==> src/logic/sps_pkg.sv <==
// shared constants for the stepper phase sequencer
package sps_pkg;
    localparam int unsigned SPS_CLK_HZ = 20000000;
    // register byte offsets
    localparam logic [11:0] SPS_CTRL_OFS = 12'h000;
    localparam logic [11:0] SPS_STAT_OFS = 12'h004;
    localparam logic [11:0] SPS_FCLR_OFS = 12'h008;
    // control field positions
    localparam int unsigned SPS_CTRL_EXC_BIT = 0;
    localparam int unsigned SPS_CTRL_EDGE_BIT = 1;
    localparam int unsigned SPS_CTRL_DIR_BIT = 2;
    localparam int unsigned SPS_CTRL_EN_BIT = 3;
    localparam logic [31:0] SPS_CTRL_RST = 32'h0000_0000;
    // position of the initial excitation (A and second-inv on)
    localparam logic [2:0] SPS_POS_RST = 3'h7;
    // half-step positions: even = single phase, odd = two phases
    localparam logic [3:0] SPS_PAT_OFF = 4'h0;
    localparam logic [31:0] SPS_RDATA_ZERO = 32'h0000_0000;
endpackage

==> src/logic/sps_sequencer.sv <==
// stepper phase sequencer with apb access to mode bits and fault status
// Notes on behaviour
// - edge select high: step on rising edges
// - edge select low: step on both edges
// - excitation low full-step, high half-step
// - direction low forward, high reverse
// - reset low holds sequencer in reset
// - reset release starts at A and BB
// - enable low forces all phases off
// - enable high resumes at the position reached, counting steps seen while off
// - fault pin low on overcurrent or overheat
// - fault latches outputs off until reset
//
// Design decisions made here: the address map and the APB slave port.
`timescale 1ns/1ns
`default_nettype none
module sps_sequencer
    import sps_pkg::*;
(
    // clock and resets
    input wire logic pclk,
    input wire logic presetn,
    input wire logic sequencer_reset_n,

    // controller pins
    input wire logic step_clock,
    input wire logic excitation_select,
    input wire logic step_edge_select,
    input wire logic rotation_direction,
    input wire logic output_enable,

    // detector inputs
    input wire logic overcurrent_detect,
    input wire logic overheat_detect,

    // register bus requests
    input wire logic psel,
    input wire logic penable,
    input wire logic pwrite,
    input wire logic [11:0] paddr,
    input wire logic [31:0] pwdata,

    // register bus answers
    output logic [31:0] prdata,
    output logic pready,
    output logic pslverr,

    // phase drive
    output logic phase_out_a,
    output logic phase_out_first_inv,
    output logic phase_out_b,
    output logic phase_out_second_inv,

    // fault pin
    output logic fault_n
);
    // timing notes
    // step_clock is sampled on pclk and compared with its last sample, so the
    // controller must hold each level for at least one pclk period; a shorter
    // pulse is lost without warning
    // phase outputs and fault_n are registered; the phases follow a step edge or an
    // enable change by one pclk, and both follow a detect by two pclks
    // steps seen while the outputs are disabled still move the position, so
    // the motor resumes in step with the controller
    // detects latch; only presetn or sequencer_reset_n clears them, and a
    // detect in the same cycle as the clear keeps the latch set
    // the bus bits are ored with the pins: software can add a mode or force
    // the outputs off, but never undo a pin
    // a change of excitation mode keeps the position; a full step taken from a
    // single-phase position starts from the next position up, so it lands on a pair
    // pready is always high, so every transfer takes one setup and one access
    // cycle

    // half-step position map, {a, first_inv, b, second_inv}
    //   0: 1000  1: 1100  2: 0100  3: 0110
    //   4: 0010  5: 0011  6: 0001  7: 1001 (reset)
    // odd positions drive two phases; full-step only ever lands on them
    // register map
    //   ctrl 0x000: bit0 half-step, bit1 rising only, bit2 reverse, bit3 force off
    //   stat 0x004: bit0 fault, 4:1 phases, 6 overheat, 7 overcurrent, 10:8 position
    //   0x008 reads zero, other offsets answer with pslverr

    // pattern at half-step position p, bit order {a, first_inv, b, second_inv}
    function automatic logic [3:0] sps_pattern(input logic [2:0] p);
        case (p)
            3'h0: sps_pattern = 4'b1000;
            3'h1: sps_pattern = 4'b1100;
            3'h2: sps_pattern = 4'b0100;
            3'h3: sps_pattern = 4'b0110;
            3'h4: sps_pattern = 4'b0010;
            3'h5: sps_pattern = 4'b0011;
            3'h6: sps_pattern = 4'b0001;
            3'h7: sps_pattern = 4'b1001;
            default: sps_pattern = SPS_PAT_OFF;
        endcase
    endfunction

    // address decode, shared by the write strobe, read mux and error flag
    function automatic logic sps_hit(input logic [11:0] a, input logic [11:0] ofs);
        sps_hit = (a == ofs);
    endfunction

    // one step of the half-step position in the chosen sense
    function automatic logic [2:0] sps_next(
        input logic [2:0] b,
        input logic [2:0] s,
        input logic rev
    );
        if (rev) begin
            sps_next = 3'(b - s);
        end else begin
            sps_next = 3'(b + s);
        end
    endfunction

    // control register
    logic [31:0] ctrl_q;
    logic [31:0] ctrl_d;

    // read data next value
    logic [31:0] prdata_d;

    // step clock history
    logic step_clock_q;
    logic step_clock_d;

    // half-step position
    logic [2:0] pos_q;
    logic [2:0] pos_d;
    logic [2:0] stride;
    logic [2:0] base;

    // detection latches, bit 1 overcurrent, bit 0 overheat
    logic [1:0] det_q;
    logic [1:0] det_d;

    // phase drive and fault pin
    logic [3:0] phase_q;
    logic [3:0] phase_d;
    logic fault_n_q;
    logic fault_n_d;

    wire logic seq_rst = ~sequencer_reset_n;
    wire logic acc_phase = psel & penable;
    wire logic setup_rd = psel & ~penable & ~pwrite;
    wire logic wr_en = acc_phase & pwrite;

    wire logic sel_ctrl = sps_hit(paddr, SPS_CTRL_OFS);
    wire logic sel_stat = sps_hit(paddr, SPS_STAT_OFS);
    wire logic sel_fclr = sps_hit(paddr, SPS_FCLR_OFS);
    wire logic addr_ok = sel_ctrl | sel_stat | sel_fclr;

    // software bits are ored with the pins so either party may steer the mode
    wire logic exc_half = excitation_select | ctrl_q[SPS_CTRL_EXC_BIT];
    wire logic rise_only = step_edge_select | ctrl_q[SPS_CTRL_EDGE_BIT];
    wire logic dir_rev = rotation_direction | ctrl_q[SPS_CTRL_DIR_BIT];
    wire logic en = output_enable & ~ctrl_q[SPS_CTRL_EN_BIT];

    // step_clock resets low, its idle level, so no false edge after reset
    wire logic rise = step_clock & ~step_clock_q;
    wire logic fall = ~step_clock & step_clock_q;
    wire logic step_ev = rise | (~rise_only & fall);

    // dir_rev high steps backwards through the map
    wire logic [2:0] pos_step = sps_next(base, stride, dir_rev);

    // a latched detect keeps the stage off until a reset
    wire logic fault_any = |det_q;
    wire logic drive_ok = en & ~fault_any & ~seq_rst;

    // detect inputs gathered so the latch loop below can index them
    wire logic [1:0] det_in = {overcurrent_detect, overheat_detect};

    wire logic [31:0] stat_word = {21'h0, pos_q, det_q, 1'b0, phase_q, ~fault_n_q};
    wire logic [31:0] rd_mux = sel_ctrl ? ctrl_q :
                               sel_stat ? stat_word :
                               SPS_RDATA_ZERO;

    // next-state logic

    // full-step moves two positions and stays on odd (two-phase) positions
    always_comb begin
        stride = 3'h2;
        base = pos_q;
        if (exc_half) begin
            stride = 3'h1;
        end else if (!pos_q[0]) begin
            base = 3'(pos_q + 3'h1);
        end
    end

    always_comb begin
        ctrl_d = ctrl_q;
        if (wr_en && sel_ctrl) begin
            ctrl_d = pwdata;
        end
    end

    // read data is loaded in the setup cycle so it stands through the access
    always_comb begin
        prdata_d = prdata;
        if (setup_rd) begin
            prdata_d = rd_mux;
        end
    end

    assign step_clock_d = step_clock;

    always_comb begin
        pos_d = pos_q;
        if (seq_rst) begin
            pos_d = SPS_POS_RST;
        end else if (step_ev) begin
            pos_d = pos_step;
        end
    end

    // latches: only a reset clears them, and a detect in the same cycle wins
    for (genvar i = 0; i < 2; i++) begin : g_det
        assign det_d[i] = det_in[i] | (det_q[i] & ~seq_rst);
    end

    always_comb begin
        phase_d = SPS_PAT_OFF;
        if (drive_ok) begin
            phase_d = sps_pattern(pos_d);
        end
    end

    assign fault_n_d = ~fault_any;

    // zero wait states; pready never drops
    assign pready = 1'b1;
    // unmapped offsets answer with an error and read zero
    assign pslverr = acc_phase & ~addr_ok;

    // registers

    always_ff @(posedge pclk or negedge presetn) begin
        if (!presetn) begin
            ctrl_q <= SPS_CTRL_RST;
        end else begin
            ctrl_q <= ctrl_d;
        end
    end

    always_ff @(posedge pclk or negedge presetn) begin
        if (!presetn) begin
            prdata <= SPS_RDATA_ZERO;
        end else begin
            prdata <= prdata_d;
        end
    end

    always_ff @(posedge pclk or negedge presetn) begin
        if (!presetn) begin
            step_clock_q <= 1'b0;
        end else begin
            step_clock_q <= step_clock_d;
        end
    end

    always_ff @(posedge pclk or negedge presetn) begin
        if (!presetn) begin
            pos_q <= SPS_POS_RST;
        end else begin
            pos_q <= pos_d;
        end
    end

    always_ff @(posedge pclk or negedge presetn) begin
        if (!presetn) begin
            det_q <= 2'h0;
        end else begin
            det_q <= det_d;
        end
    end

    always_ff @(posedge pclk or negedge presetn) begin
        if (!presetn) begin
            phase_q <= SPS_PAT_OFF;
        end else begin
            phase_q <= phase_d;
        end
    end

    always_ff @(posedge pclk or negedge presetn) begin
        if (!presetn) begin
            fault_n_q <= 1'b1;
        end else begin
            fault_n_q <= fault_n_d;
        end
    end

    // pin outputs

    assign phase_out_a = phase_q[3];
    assign phase_out_first_inv = phase_q[2];
    assign phase_out_b = phase_q[1];
    assign phase_out_second_inv = phase_q[0];
    assign fault_n = fault_n_q;
endmodule
`default_nettype wire

==> config.mk <==
export PLATFORM = sky130hd
export DESIGN_NAME = sps_sequencer
export DESIGN_NICKNAME = d
export VERILOG_FILES = /design/src/logic/sps_pkg.sv /design/src/logic/sps_sequencer.sv
export SDC_FILE = /design/constraint.sdc
export NUM_CORES = 1
export LEC_CHECK = 0
export ABC_AREA = 1
export BUFFER_PORTS_ARGS = -buffer_cell sky130_fd_sc_hd__buf_2
export CAP_MARGIN = 40
export CORE_MARGIN = 8
export CORE_UTILIZATION = 41
export DETAILED_ROUTE_END_ITERATION = 6
export GPL_ROUTABILITY_DRIVEN = 0
export HOLD_SLACK_MARGIN = 0.06
export MAX_ROUTING_LAYER = met4
export PLACE_DENSITY = 0.65
export SETUP_SLACK_MARGIN = 0.15
export SKIP_CTS_REPAIR_TIMING = 1
export SLEW_MARGIN = 20
export SYNTH_ARGS = -nofsm -noshare
export SYNTH_HDL_FRONTEND = slang
export SYNTH_SLANG_ARGS = --single-unit
==> constraint.sdc <==
create_clock -name pclk -period 5.6 [get_ports pclk]
set_clock_uncertainty 0.15 [all_clocks]
set_input_delay 0.28 -clock pclk [delete_from_list [all_inputs] [get_ports pclk]]
set_output_delay 0.28 -clock pclk [all_outputs]
set_load 0.02 [all_outputs]
# After elaboration in Yosys (flattened, before gate mapping)
# Memories as Yosys holds them, arrays and structs flattened.
# Index checks and enable logic that the tools add are counted.
dict set report totals {
  memories 1
  wordCells 55
  output_inout_bits 39
  mem_bits_ro 32
  mem_bits_rw 0
  register_bits 75
  input_bits 57
  latchBits 0
}
# name words word_bits rd rd_clocked_by_memory_dff write_ports line
set memory_table {}
lappend memory_table {{(no name shown)} 8 4 1 0 0 sps_sequencer.sv:85} ;# case (p)
dict set report op_classes {
  n_addsub 3
  div_mod_pow 0
  n_eq_ne 2
  n_lt_le_gt_ge 0
  n_mul 0
  n_mux 9
  n_reduce_logical 3
  n_shift 0
  bitwise 30
}
# operator n
set op_table {}
lappend op_table {{two-way mux 32 bit} 1}
lappend op_table {{two-way mux 3 bit} 5}
lappend op_table {{bitwise AND 1 bit} 13}
lappend op_table {{equality test 12 x 3 -> 1 bit, second input constant} 1}
lappend op_table {{equality test 12 x 4 -> 1 bit, second input constant} 1}
lappend op_table {{zero test 12 bit} 1}
lappend op_table {{two-way mux 11 bit} 1}
lappend op_table {{inverter 1 bit} 9}
lappend op_table {{OR 1 bit} 8}
lappend op_table {{two-way mux 4 bit} 1}
lappend op_table {{adder 3 x 1 -> 3 bit, second input constant} 1}
lappend op_table {{adder 3 bit} 1}
lappend op_table {{subtractor 3 bit} 1}
lappend op_table {{two-way mux 2 bit} 1}
lappend op_table {{OR reduction 2 bit} 1}
lappend op_table {{logical AND 1 bit} 1}

# Depth between registers and ports, before layout
# Gate-level depths: netlist of run 1.
# An unclocked memory read counts as a cell.
dict set report depth {
  ltp_word 9
  mapped_depth 12
  mapped_depth_nobuf 12
}

# Worst setup path after synthesis of run 1
# No wires, ideal clock.
dict set report synth_path {
  path_kind {reg-to-reg}
  start {reg ctrl_q[0]}
  end {reg phase_q[1]}
  period_less_slack_ps 1881
  setup_slack_ps 3719
  t_required_ps 5336
  path_stages_with_launch 12
  path_buffers 0
  t_arrival_ps 1617
  setup_ps 114
  cell_sequence {dfrtp_1 nor2_1 or2_2 fa_1 nand2_1 nand2_1 nand3_1 nand2_1 nor2_1 nand2_1 nand2_1 nor2_1}
}
dict set report synth_via {
  elab_chain_cells 8
  elab_cells_between_ends 10
}
# element line
set synth_lines {}
lappend synth_lines {{start: declaration} sps_sequencer.sv:117} ;# logic [31:0] ctrl_q;
lappend synth_lines {{start signal: assignment} sps_sequencer.sv:243} ;# ctrl_q <= ctrl_d;
lappend synth_lines {{OR 1 bit *} sps_sequencer.sv:154} ;# wire logic exc_half = excitation_select | ctrl_q[SPS_CTRL_EXC_BIT];
lappend synth_lines {{two-way mux 3 bit or two-way mux 2 bit (tied branches)} sps_sequencer.sv:185} ;# if (exc_half) begin
lappend synth_lines {{adder 3 bit or subtractor 3 bit (tied branches)} {sps_sequencer.sv:112, sps_sequencer.sv:110}}
lappend synth_lines {{two-way mux 3 bit *} sps_sequencer.sv:109} ;# if (rev) begin
lappend synth_lines {{two-way mux 3 bit *} sps_sequencer.sv:213} ;# end else if (step_ev) begin
lappend synth_lines {{two-way mux 3 bit *} sps_sequencer.sv:211} ;# if (seq_rst) begin
lappend synth_lines {{memory (8 x 4 bit) *} n/a}
lappend synth_lines {{two-way mux 4 bit *} sps_sequencer.sv:225} ;# if (drive_ok) begin
lappend synth_lines {{via phase_d[1]} sps_sequencer.sv:139} ;# logic [3:0] phase_d;
lappend synth_lines {{end signal: assignment} sps_sequencer.sv:283} ;# phase_q <= phase_d;
lappend synth_lines {{end: declaration} sps_sequencer.sv:138} ;# logic [3:0] phase_q;
# Mark *: on every way through the listed nets, which the timed path passes. The rest lies on a longest branch.
# A chain may end at the register's enable or synchronous reset.

# Final worst setup path of run 1
# Same ends and word-level chain as after synthesis.

==> results.json, run 1 <==
{
  "clock_sink_count": 75,
  "synth_area_leaders": "dfrtp_1 51%, nand2_1 9.6%, o21ai_2 8.1%",
  "total_i_o_pin_count": 96,
  "async_flop_share": 1.000,
  "dominant_combinational_cell_family_by_area_after_synthesis": "simple AND/OR/NAND/NOR gates",
  "synthSimpleGateAreaFrac": 0.2271,
  "synth_top_area_cell": "dfrtp_1",
  "core.rowCount": 33,
  "critical_path.reg2reg.startpoint": "ctrl_q[0]",
  "max_slew.worst_pin.slew_ns": 0.6467,
  "power.share.switching": 0.2417,
  "synth_mux_area_frac": 0,
  "synth_nets": 429,
  "fin_total_pwr_w": 0.001134,
  "critical_path_buf_inv_count": 0,
  "post-route-util": 0.5586,
  "synthesis.area_um2": 3455,
  "route.detailed.vias_per_inst": 4.609,
  "routed-via-count": 2802,
  "postSynth.topFlopCell": "dfrtp_1",
  "final_layout_size_suffix_gt1_frac": 0.3738,
  "drt-total-wl_mm": 8.260,
  "syn-mean-instance-area_um2": 9.311,
  "port_buffer_count": 94,
  "clkSlewWorstSetupHoldPaths_ns": 0.08,
  "clock_tree.buffer_depth": 2,
  "period_share": 0.3721,
  "seq_power_share": 0.498,
  "share_comb_of_total_power": 0.105,
  "worst_setup_path_endpoint": "phase_q[1]",
  "drt_drc_violations_left": 0,
  "power_density_nw_per_um2": 248.3,
  "insertedDiodeCount": 0,
  "post_synth_xor_xnor_area": 0,
  "timing.critical_path.from": "ctrl_q[0]",
  "yosys.cell_types.count": 28,
  "critical_path.cell_chain": "nor2_1 -> or2_2 -> fa_1 -> nand2_1 -> nand2_1 -> nand3_1 -> nand2_1 -> nor2_1 -> nand2_1 -> nand2_1 -> nor2_1",
  "yosysWarnings": 0,
  "design.die.area_um2": 11620,
  "cell_internal_pwr_w": 0.0008598,
  "grt_max_degree": 43,
  "worst_r2r_path_depth": 11,
  "core_region_area_um2": 8175,
  "detailedPlacementHpwl_mm": 5.885,
  "leakage_dissipation_nw": 2.356,
  "crit-reg2reg-capture": "phase_q[1]",
  "worst_path_most_repeated_cell": "nand2_1",
  "drtPass1Iterations": 4,
  "layout_setup_ws_ns": 3.517,
  "ws_path_type": "register to register",
  "detailedRoute.firstIterationViolations": 127,
  "critical_path_depth": 11,
  "synth_cells": 371,
  "tritoncts": "built",
  "cp.required_ns": 5.69,
  "cts_made_buffers": 9,
  "grt_pass1_vias": 2651,
  "switchingPower_w": 0.0002740,
  "drv_cap": 0,
  "rrSetupSlack_ns": 3.52,
  "clock_insertion_delay_worst_skew_ns": 0.34,
  "drt.antenna.violating_nets": 0,
  "fin_tns_setup_ns": 0,
  "first_pass_grt_wire_length_mm": 13.03,
  "post_synth_fa_ha_maj_area_fraction": 0.005795,
  "chipWidth_um": 107.8,
  "floorplan.initialDensity": 0.4226,
  "cts-htree-levels": 3,
  "aggregate_global_routing_overflow": 0,
  "setup_repair_after_global_routing_missed_its_margin": "no",
  "max_frequency_mhz": 480.0,
  "cpPeakStageDelay_ns": 0.42,
  "global_route.usage.total": 0.1468,
  "cp-end-kind": "register",
  "worstPathMaxFanout": 4,
  "synth_compound_area_frac": 0.1420,
  "setup_viol_count_final": 0,
  "share_clk_of_total_power": 0.397,
  "min_period_ns": 2.083,
  "dpl_worst_slack_ns": 3.262,
  "ctsRootBufferMaster": "clkbuf_8",
  "synth_sequential_area_ratio": 0.5447,
  "outcome": "finished clean",
  "nNetsFinal": 556,
  "hold_path_class": "input pin to register",
  "cp_top_family": "simple AND/OR/NAND/NOR gates",
  "synth_enable_flop_cells": 0,
  "max_slew_margin": 0.5682,
  "crit_path_start_kind": "register",
  "report.final.hold_viol_count": 0,
  "synth.top_cell.area_share": 0.5143,
  "routedWlPerCell_um": 13.59,
  "floorplan.die.height_um": 107.8,
  "critPathArrivalTime_ns": 2.18,
  "slew_violations": 0,
  "areaGrowthSynthToFinish_pct": 32.20,
  "grt_antenna_before_repair": 0,
  "worst_ir_drop_vdd_mv": 0.1246,
  "cell_with_the_biggest_individual_delay_on_the_critical_path": "dfrtp_1",
  "postSynthRegisterBits": 75
}
[power by group through the flow]
stage | registers (W) | clock network, W | logic (W)
after floorplan | 0.000583 | 0 | 0.0000410
after global placement | 0.000575 | 0 | 0.0000984
after detailed placement | 0.000574 | 0 | 0.000103
after CTS | 0.000564 | 0.000461 | 0.000103
after global routing | 0.000565 | 0.000479 | 0.000135
final | 0.000564 | 0.000450 | 0.000120
[cell usage in the layout, fill, tap and decap left out, types with 2 or more instances in the layout]
| cell | instances |
|---|---|
| a21o_1 | 2 |
| a31oi_1 | 8 |
| buf_12 | 2 |
| buf_2 | 93 |
| buf_4 | 2 |
| bufinv_16 | 2 |
| clkbuf_8 | 9 |
| clkinvlp_4 | 2 |
| dfrtp_1 | 71 |
| dfstp_2 | 4 |
| dlygate4sd3_1 | 34 |
| inv_1 | 40 |
| nand2_1 | 88 |
| nand2_2 | 30 |
| nand3_1 | 9 |
| nand3b_1 | 7 |
| nor2_1 | 23 |
| nor2_2 | 3 |
| o21ai_0 | 3 |
| o21ai_1 | 25 |
| o21ai_2 | 32 |
[cell usage after synthesis (2+ instances only)]
library cell	count
dfstp_2	4
clkbuf_1	7
a31oi_1	8
dfrtp_1	71
o21ai_1	25
nor2_2	3
o21ai_0	3
nand3_1	9
nor2_1	23
nand2_2	30
inv_1	40
o21ai_2	32
nand2_1	88
buf_2	2
a21o_1	2
nand3b_1	7
buf_6	6
[layout make-up]
class,instances,area [um2]
Timing Repair Buffer,132,875.8
Sequential cell,75,1882
Clock inverter,6,88.84
Inverter,42,162.7
Clock buffer,10,127.6
Fill cell,759,3608
Multi-Input combinational cell,238,1299
Tap cell,105,131.4
[kinds of logic (layout without fill, tap and decap cells)]
logic type / Yosys count / after routing
AOI/OAI and AO/OA: 71 / 71
adders and majority gates: 1 / 1
buffers and inverters: 58 / 190
DFF: 75 / 75
other: 1 / 1
and+or+nand+nor: 165 / 165
[registers in the layout, indices dropped and copies added (netlist names)]
| name | count |
|---|---|
| ctrl_q | 32 |
| det_q | 2 |
| fault_n | 1 |
| phase_q | 4 |
| pos_q | 3 |
| prdata | 32 |
| step_clock_q | 1 |
[stage by stage]
step           hold slack (ns)  std cells  cell area, um2
6_report               0.06864        608            4567
5_1_grt                0.06839        608            4567
4_1_cts                -0.2691        573            4212
3_5_place_dp            0.1087        557            3995
2_1_floorplan          -0.1656        371            3455
3_3_place_gp            0.2674        555            3955
[worst min-delay path by stage]
stage | to | from | slack [ns] | depth (start not counted)
after floorplan | ctrl_q[0] | presetn | -0.17 | 0
after global placement | step_clock_q | step_clock | 0.27 | 1
after detailed placement | step_clock_q | presetn | 0.11 | 1
after CTS | ctrl_q[29] | presetn | -0.27 | 1
after global routing | ctrl_q[28] | pwdata[28] | 0.07 | 3
final | ctrl_q[28] | pwdata[28] | 0.07 | 3
[tightest hold or removal path: stages]
cell and delay [ns]:
buf_2 0.10, inv_1 0.08, o21ai_2 0.07
[metal layers]
layer	part of all wire	vias up	wire length (um)	GRT usage
li1	-	1423	-	-
met1	0.46	1298	3793	0.1894
met2	0.47	75	3904	0.2136
met3	0.057	6	467	0.04072
met4	0.012	0	95	0.05748
met5	0	-	0	-
Power figures use the tool's default switching activity.
==> inputs of run 2 (changes only) <==
--- a/config.mk
+++ b/config.mk
@@ -5,7 +5,7 @@
 export SDC_FILE = /design/constraint.sdc
 export NUM_CORES = 1
 export LEC_CHECK = 0
-export ABC_AREA = 1
+export ABC_AREA = 0
 export BUFFER_PORTS_ARGS = -buffer_cell sky130_fd_sc_hd__buf_2
 export CAP_MARGIN = 40
 export CORE_MARGIN = 8
@@ -14,7 +14,7 @@
 export GPL_ROUTABILITY_DRIVEN = 0
 export HOLD_SLACK_MARGIN = 0.06
 export MAX_ROUTING_LAYER = met4
-export PLACE_DENSITY = 0.65
+export PLACE_DENSITY = 0.69
 export SETUP_SLACK_MARGIN = 0.15
 export SKIP_CTS_REPAIR_TIMING = 1
 export SLEW_MARGIN = 20
==> constraint.sdc (replaced) <==
create_clock -name pclk -period 1.9 [get_ports pclk]
set_clock_uncertainty 0.15 [all_clocks]
set_input_delay 0.095 -clock pclk [delete_from_list [all_inputs] [get_ports pclk]]
set_output_delay 0.095 -clock pclk [all_outputs]
set_load 0.02 [all_outputs]
==> run 2 against run 1 <==
Effect of this change:
- the run now ends with negative setup slack left
- sequential share of layout area fell by 1.4 points
- critical path type unchanged
- core utilization rose by 8.9 points
- global-route usage rose by 1.7 points
- register-to-register slack got worse by 3.9 ns
==> results.json, run 2 <==
{
  "post-synth-top-count-cell": "dfrtp_1",
  "max_frequency_mhz": 442.6,
  "timing.hold.ws_ns": 0.09769,
  "nNetsFinal": 447,
  "cp-end-kind": "register",
  "global_route.usage.total": 0.1634,
  "postPlaceCellArea_um2": 3954,
  "first_pass_grt_wire_length_mm": 12.81,
  "yosys-top-cells-count": "71 x dfrtp_1, 30 x mux2_2, 22 x a22o_1, 13 x nand2_1, 12 x o21ai_0",
  "cts_made_buffers": 9,
  "worstPathMaxFanout": 4,
  "chipWidth_um": 102.8,
  "cell_with_the_biggest_individual_delay_on_the_critical_path": "dfrtp_1",
  "crit-reg2reg-capture": "phase_q[1]",
  "drt_drc_violations_left": 0,
  "detailedPlacementHpwl_mm": 5.738,
  "grt_pass1_vias": 2514,
  "cell_internal_pwr_w": 0.002294,
  "clock_insertion_delay_worst_skew_ns": 0.35,
  "floorplan.die.height_um": 102.8,
  "insertedDiodeCount": 0,
  "synth.top_cell.area_share": 0.5754,
  "drt.antenna.violating_nets": 0,
  "hold_path_class": "input pin to async pin",
  "fin_area_um2": 4722,
  "clock_tree.buffer_depth": 2,
  "routedWlPerCell_um": 17.75,
  "drt-total-wl_mm": 8.750,
  "core.rowCount": 31,
  "routed-via-count": 2458,
  "report.final.hold_viol_count": 0,
  "syn-mean-instance-area_um2": 13.66,
  "fin_tns_setup_ns": -1.616,
  "synth_cells": 226,
  "clkSlewWorstSetupHoldPaths_ns": 0.09,
  "yosys.cell_types.count": 44,
  "areaGrowthSynthToFinish_pct": 52.92,
  "total_i_o_pin_count": 96,
  "async_flop_share": 1.000,
  "setup_viol_count_final": 6,
  "postSynth.topFlopCell": "dfrtp_1",
  "design.die.area_um2": 10560,
  "route.detailed.vias_per_inst": 4.986,
  "tritoncts": "built",
  "critical_path.reg2reg.startpoint": "ctrl_q[0]",
  "final_layout_size_suffix_gt1_frac": 0.4848,
  "layout_setup_ws_ns": -0.3595,
  "cp.required_ns": 1.99,
  "layout_common_cells": "92 x buf_2, 71 x dfrtp_1, 40 x dlygate4sd3_1",
  "ctsRootBufferMaster": "clkbuf_8",
  "postSynthRegisterBits": 75,
  "failed_checks": "negative setup slack",
  "synth_top_area_cell": "dfrtp_1",
  "power_density_nw_per_um2": 660.9,
  "leakage_dissipation_nw": 2.389,
  "worst_ir_drop_vdd_mv": 0.3188,
  "synth_enable_flop_cells": 0,
  "drv_cap": 0,
  "layout.cells.most_common": "buf_2",
  "setup_repair_after_global_routing_missed_its_margin": "yes",
  "crit_path_start_kind": "register",
  "synth_sequential_area_ratio": 0.6094,
  "power.share.switching": 0.2650,
  "critical_path.cell_chain": "o22a_1 -> fa_2 -> o21a_1 -> a211oi_4 -> xor2_2 -> mux2_4",
  "synth_nets": 284,
  "seq_power_share": 0.521,
  "cpPeakStageDelay_ns": 0.41,
  "post-route-util": 0.6476,
  "port_buffer_count": 94,
  "detailedRoute.firstIterationViolations": 60,
  "ws_path_type": "register to register",
  "worst_r2r_path_depth": 6,
  "cts-htree-levels": 3,
  "synthesis.area_um2": 3088,
  "grt_antenna_before_repair": 0,
  "floorplan.initialDensity": 0.4235,
  "yosysWarnings": 0,
  "clock_sink_count": 75,
  "critPathArrivalTime_ns": 2.35,
  "share_comb_of_total_power": 0.109,
  "min_period_ns": 2.260,
  "slew_violations": 0,
  "layout_top_registers": "ctrl_q (32), prdata (32), phase_q (4)",
  "core_region_area_um2": 7292,
  "switchingPower_w": 0.0008270,
  "grt_max_degree": 40,
  "period_share": 1.189,
  "outcome": "finished, violations left",
  "share_clk_of_total_power": 0.370,
  "aggregate_global_routing_overflow": 0,
  "synth_area_leaders": "dfrtp_1 58%, mux2_2 11%, a22o_1 6.2%",
  "rrSetupSlack_ns": -0.36,
  "drtPass1Iterations": 4
}
## run 2: cell type report
type	instances	area, um2
multi-input combinational	136	1311
inverter	3	11.26
fill	609	2570
sequential	75	1882
clock inverter	7	57.56
timing repair buffer	164	1212
clock buffer	9	123.9
tap	99	123.9
## run 2: logic make-up after synthesis
family                     Yosys count  share of synthesized area
other                                1                   0.001214
and+or+nand+nor                     40                    0.07577
xor gates and xnor gates             1                   0.002837
DFF                                 75                     0.6094
AOI/OAI and AO/OA                   49                     0.1207
muxes                               44                     0.1560
buffers and inverters               15                    0.02755
adders and majority gates            1                   0.006483
## run 2: stage by stage
stage	power (W)	std cells	setup WS, ns
2_1_floorplan	0.001749	226	-0.2445
3_3_place_gp	0.001897	431	-0.2695
3_5_place_dp	0.001902	431	-0.3828
4_1_cts	0.003068	447	-0.3839
5_1_grt	0.003254	493	-0.4637
6_report	0.003121	493	-0.3595
## run 2: power by group through the flow
stage	logic, W	clock network [W]	registers, W
final	0.000341	0.00116	0.00162
after global routing	0.000374	0.00125	0.00163
after CTS	0.000249	0.00119	0.00162
after detailed placement	0.000248	0	0.00165
after global placement	0.000243	0	0.00165
after floorplan	0.0000933	0	0.00166
## run 2: worst max path at each step
stage,startpoint,endpoint,slack [ns],cells past startpoint
6_report,ctrl_q[0],phase_q[1],-0.36,6
5_1_grt,ctrl_q[0],phase_q[1],-0.46,6
4_1_cts,ctrl_q[0],phase_q[1],-0.38,6
3_5_place_dp,ctrl_q[0],phase_q[1],-0.38,6
3_3_place_gp,ctrl_q[0],phase_q[1],-0.27,6
2_1_floorplan,ctrl_q[0],phase_q[1],-0.24,6
## run 2: critical path: cells and delay by family, from the launching register on
family | cells | cell delay (ns)
adders and majority gates | 1 | 0.37
xor gates and xnor gates | 1 | 0.24
AOI/OAI and AO/OA | 3 | 0.65
DFF | 1 | 0.41
muxes | 1 | 0.33
## run 2: per-layer routing
metal	GRT usage	share of wire
met4	0.04783	0.0081
met1	0.2052	0.45
met3	0.04524	0.055
met5	-	0
met2	0.2527	0.49
==> inputs of run 3 (changes only) <==
--- a/config.mk
+++ b/config.mk
@@ -9,12 +9,11 @@
 export BUFFER_PORTS_ARGS = -buffer_cell sky130_fd_sc_hd__buf_2
 export CAP_MARGIN = 40
 export CORE_MARGIN = 8
-export CORE_UTILIZATION = 41
+export CORE_UTILIZATION = 33
 export DETAILED_ROUTE_END_ITERATION = 6
 export GPL_ROUTABILITY_DRIVEN = 0
 export HOLD_SLACK_MARGIN = 0.06
 export MAX_ROUTING_LAYER = met4
-export PLACE_DENSITY = 0.69
 export SETUP_SLACK_MARGIN = 0.15
 export SKIP_CTS_REPAIR_TIMING = 1
 export SLEW_MARGIN = 20
==> run 3 against run 2 <==
Effect of this change:
- the run still ends with negative setup slack left
- critical path depth increased by 1
- hold slack got worse by 0.0059 ns
- non-clock buffer count increased by 1
- core utilization decreased by 12 points
- wire length increased by 0.25%
- first-iteration DRC count increased by 53%
- via count unchanged
- fmax increased by 1.1%
- sequential power about the same
- setup slack improved by 0.025 ns
- sequential share of layout area decreased by 0.51 points
- largest cell class unchanged
==> results.json, run 3 (synthesized netlist as in run 2, its figures left out) <==
{
  "floorplan.initialDensity": 0.3374,
  "drt.antenna.violating_nets": 0,
  "fin_tns_setup_ns": -1.499,
  "grt_antenna_before_repair": 1,
  "final_layout_size_suffix_gt1_frac": 0.4898,
  "switchingPower_w": 0.0007571,
  "cts_made_buffers": 9,
  "critical_path_depth": 7,
  "design.die.area_um2": 12710,
  "clock_tree.buffer_depth": 2,
  "seq_power_share": 0.494,
  "cpPeakStageDelay_ns": 0.39,
  "grt_busiest_layer": "met2",
  "nNetsFinal": 448,
  "tritoncts": "built",
  "chipWidth_um": 112.7,
  "critPathArrivalTime_ns": 2.30,
  "cp.required_ns": 1.96,
  "crit_path_start_kind": "register",
  "share_clk_of_total_power": 0.404,
  "critical_path.cell_chain": "o22a_1 -> fa_2 -> o21a_1 -> a211oi_4 -> buf_4 -> mux2i_4 -> a221oi_1",
  "max_frequency_mhz": 447.4,
  "timing.hold.ws_ns": 0.09175,
  "min_delay_path_depth": 4,
  "clkSlewWorstSetupHoldPaths_ns": 0.07,
  "leakage_dissipation_nw": 2.414,
  "cp_top_family": "compound AO/OA/AOI/OAI gates",
  "drtPass1Iterations": 4,
  "cell_with_the_biggest_individual_delay_on_the_critical_path": "dfrtp_1",
  "ws_path_type": "register to register",
  "core_region_area_um2": 9153,
  "aggregate_global_routing_overflow": 0,
  "power_density_nw_per_um2": 688.0,
  "detailedRoute.firstIterationViolations": 92,
  "period_share": 1.176,
  "postPlaceCellArea_um2": 3954,
  "setup_viol_count_final": 8,
  "max_slew.worst_pin.slew_ns": 0.5449,
  "global_route.usage.total": 0.1340,
  "fin_area_um2": 4783,
  "outcome": "finished, violations left",
  "drv_cap": 0,
  "max_slew_margin": 0.6367,
  "grt_max_degree": 41,
  "worstPathMaxFanout": 3,
  "post-route-util": 0.5226,
  "grt_util_met3": 0.04207,
  "total_i_o_pin_count": 96,
  "fillerInstances": 782,
  "failed_checks": "negative setup slack",
  "drt_drc_violations_left": 0,
  "route.detailed.vias_per_inst": 4.858,
  "routedWlPerCell_um": 17.34,
  "met2_usage": 0.1983,
  "globalRouteMet1Util": 0.1699,
  "routed-via-count": 2458,
  "clock_insertion_delay_worst_skew_ns": 0.34,
  "first_pass_grt_wire_length_mm": 12.88,
  "critical_path_buf_inv_count": 1,
  "worst_r2r_path_depth": 7,
  "share_comb_of_total_power": 0.103,
  "layout_top_registers": "ctrl_q (32), prdata (32), phase_q (4)",
  "floorplan.die.height_um": 112.7,
  "min_period_ns": 2.235,
  "areaGrowthSynthToFinish_pct": 54.90,
  "layout_setup_ws_ns": -0.3349,
  "ctsRootBufferMaster": "clkbuf_8",
  "port_buffer_count": 94,
  "setup_repair_after_global_routing_missed_its_margin": "yes",
  "dpl_worst_slack_ns": -0.2970,
  "slew_violations": 0,
  "power.share.switching": 0.2301,
  "cp-end-kind": "register",
  "cell_internal_pwr_w": 0.002534,
  "layout.cells.most_common": "buf_2",
  "hold_path_class": "input pin to register",
  "layout_common_cells": "92 x buf_2, 71 x dfrtp_1, 40 x dlygate4sd3_1",
  "grt_pass1_vias": 2530,
  "report.final.hold_viol_count": 0,
  "worst_ir_drop_vdd_mv": 0.5531,
  "drt-total-wl_mm": 8.772,
  "detailedPlacementHpwl_mm": 5.753,
  "cts-htree-levels": 3,
  "core.rowCount": 35,
  "clock_sink_count": 75
}
[run 3: worst paths after layout]
check	from	to	slack [ns]
min in group asynchronous	presetn	det_q[1]	0.12
max	ctrl_q[0]	phase_q[3]	-0.33
min	paddr[3]	prdata[6]	0.09
max reg2reg	ctrl_q[0]	phase_q[3]	-0.33
max in group asynchronous	presetn	prdata[6]	0.88
min reg2reg	det_q[0]	fault_n	0.30
[run 3: tightest hold or removal path, stage by stage]
cell and delay, ns:
buf_2 0.11, or4_1 0.14, buf_4 0.13, o21ai_0 0.07
[run 3: per-layer routing]
metal | up-vias | wire length, um
li1 | 1154 | -
met1 | 1217 | 4038
met5 | - | 0
met4 | 0 | 109
met2 | 77 | 4133
met3 | 10 | 490
[run 3: area by class of cell]
cell class	count	area [um2]	share of cell area
antenna	1	2.502	0.0005231
clock buffer	9	123.9	0.02590
clock inverter	6	90.09	0.01883
inverter	3	11.26	0.002354
multi-input combinational	136	1320	0.2760
sequential	75	1882	0.3934
tap	111	138.9	0.02903
timing repair buffer	165	1215	0.2540
[run 3: metrics by stage]
step	instances	total power, W
2_1_floorplan	226	0.001749
3_3_place_gp	441	0.001895
3_5_place_dp	441	0.001897
4_1_cts	456	0.003241
5_1_grt	506	0.003433
6_report	506	0.003291
[run 3: power groups by stage]
stage	sequential (W)	clock, W	combinational [W]
4_1_cts	0.00162	0.00137	0.000244
3_3_place_gp	0.00166	0	0.000240
3_5_place_dp	0.00165	0	0.000242
5_1_grt	0.00163	0.00144	0.000368
6_report	0.00162	0.00133	0.000338
2_1_floorplan	0.00166	0	0.0000933
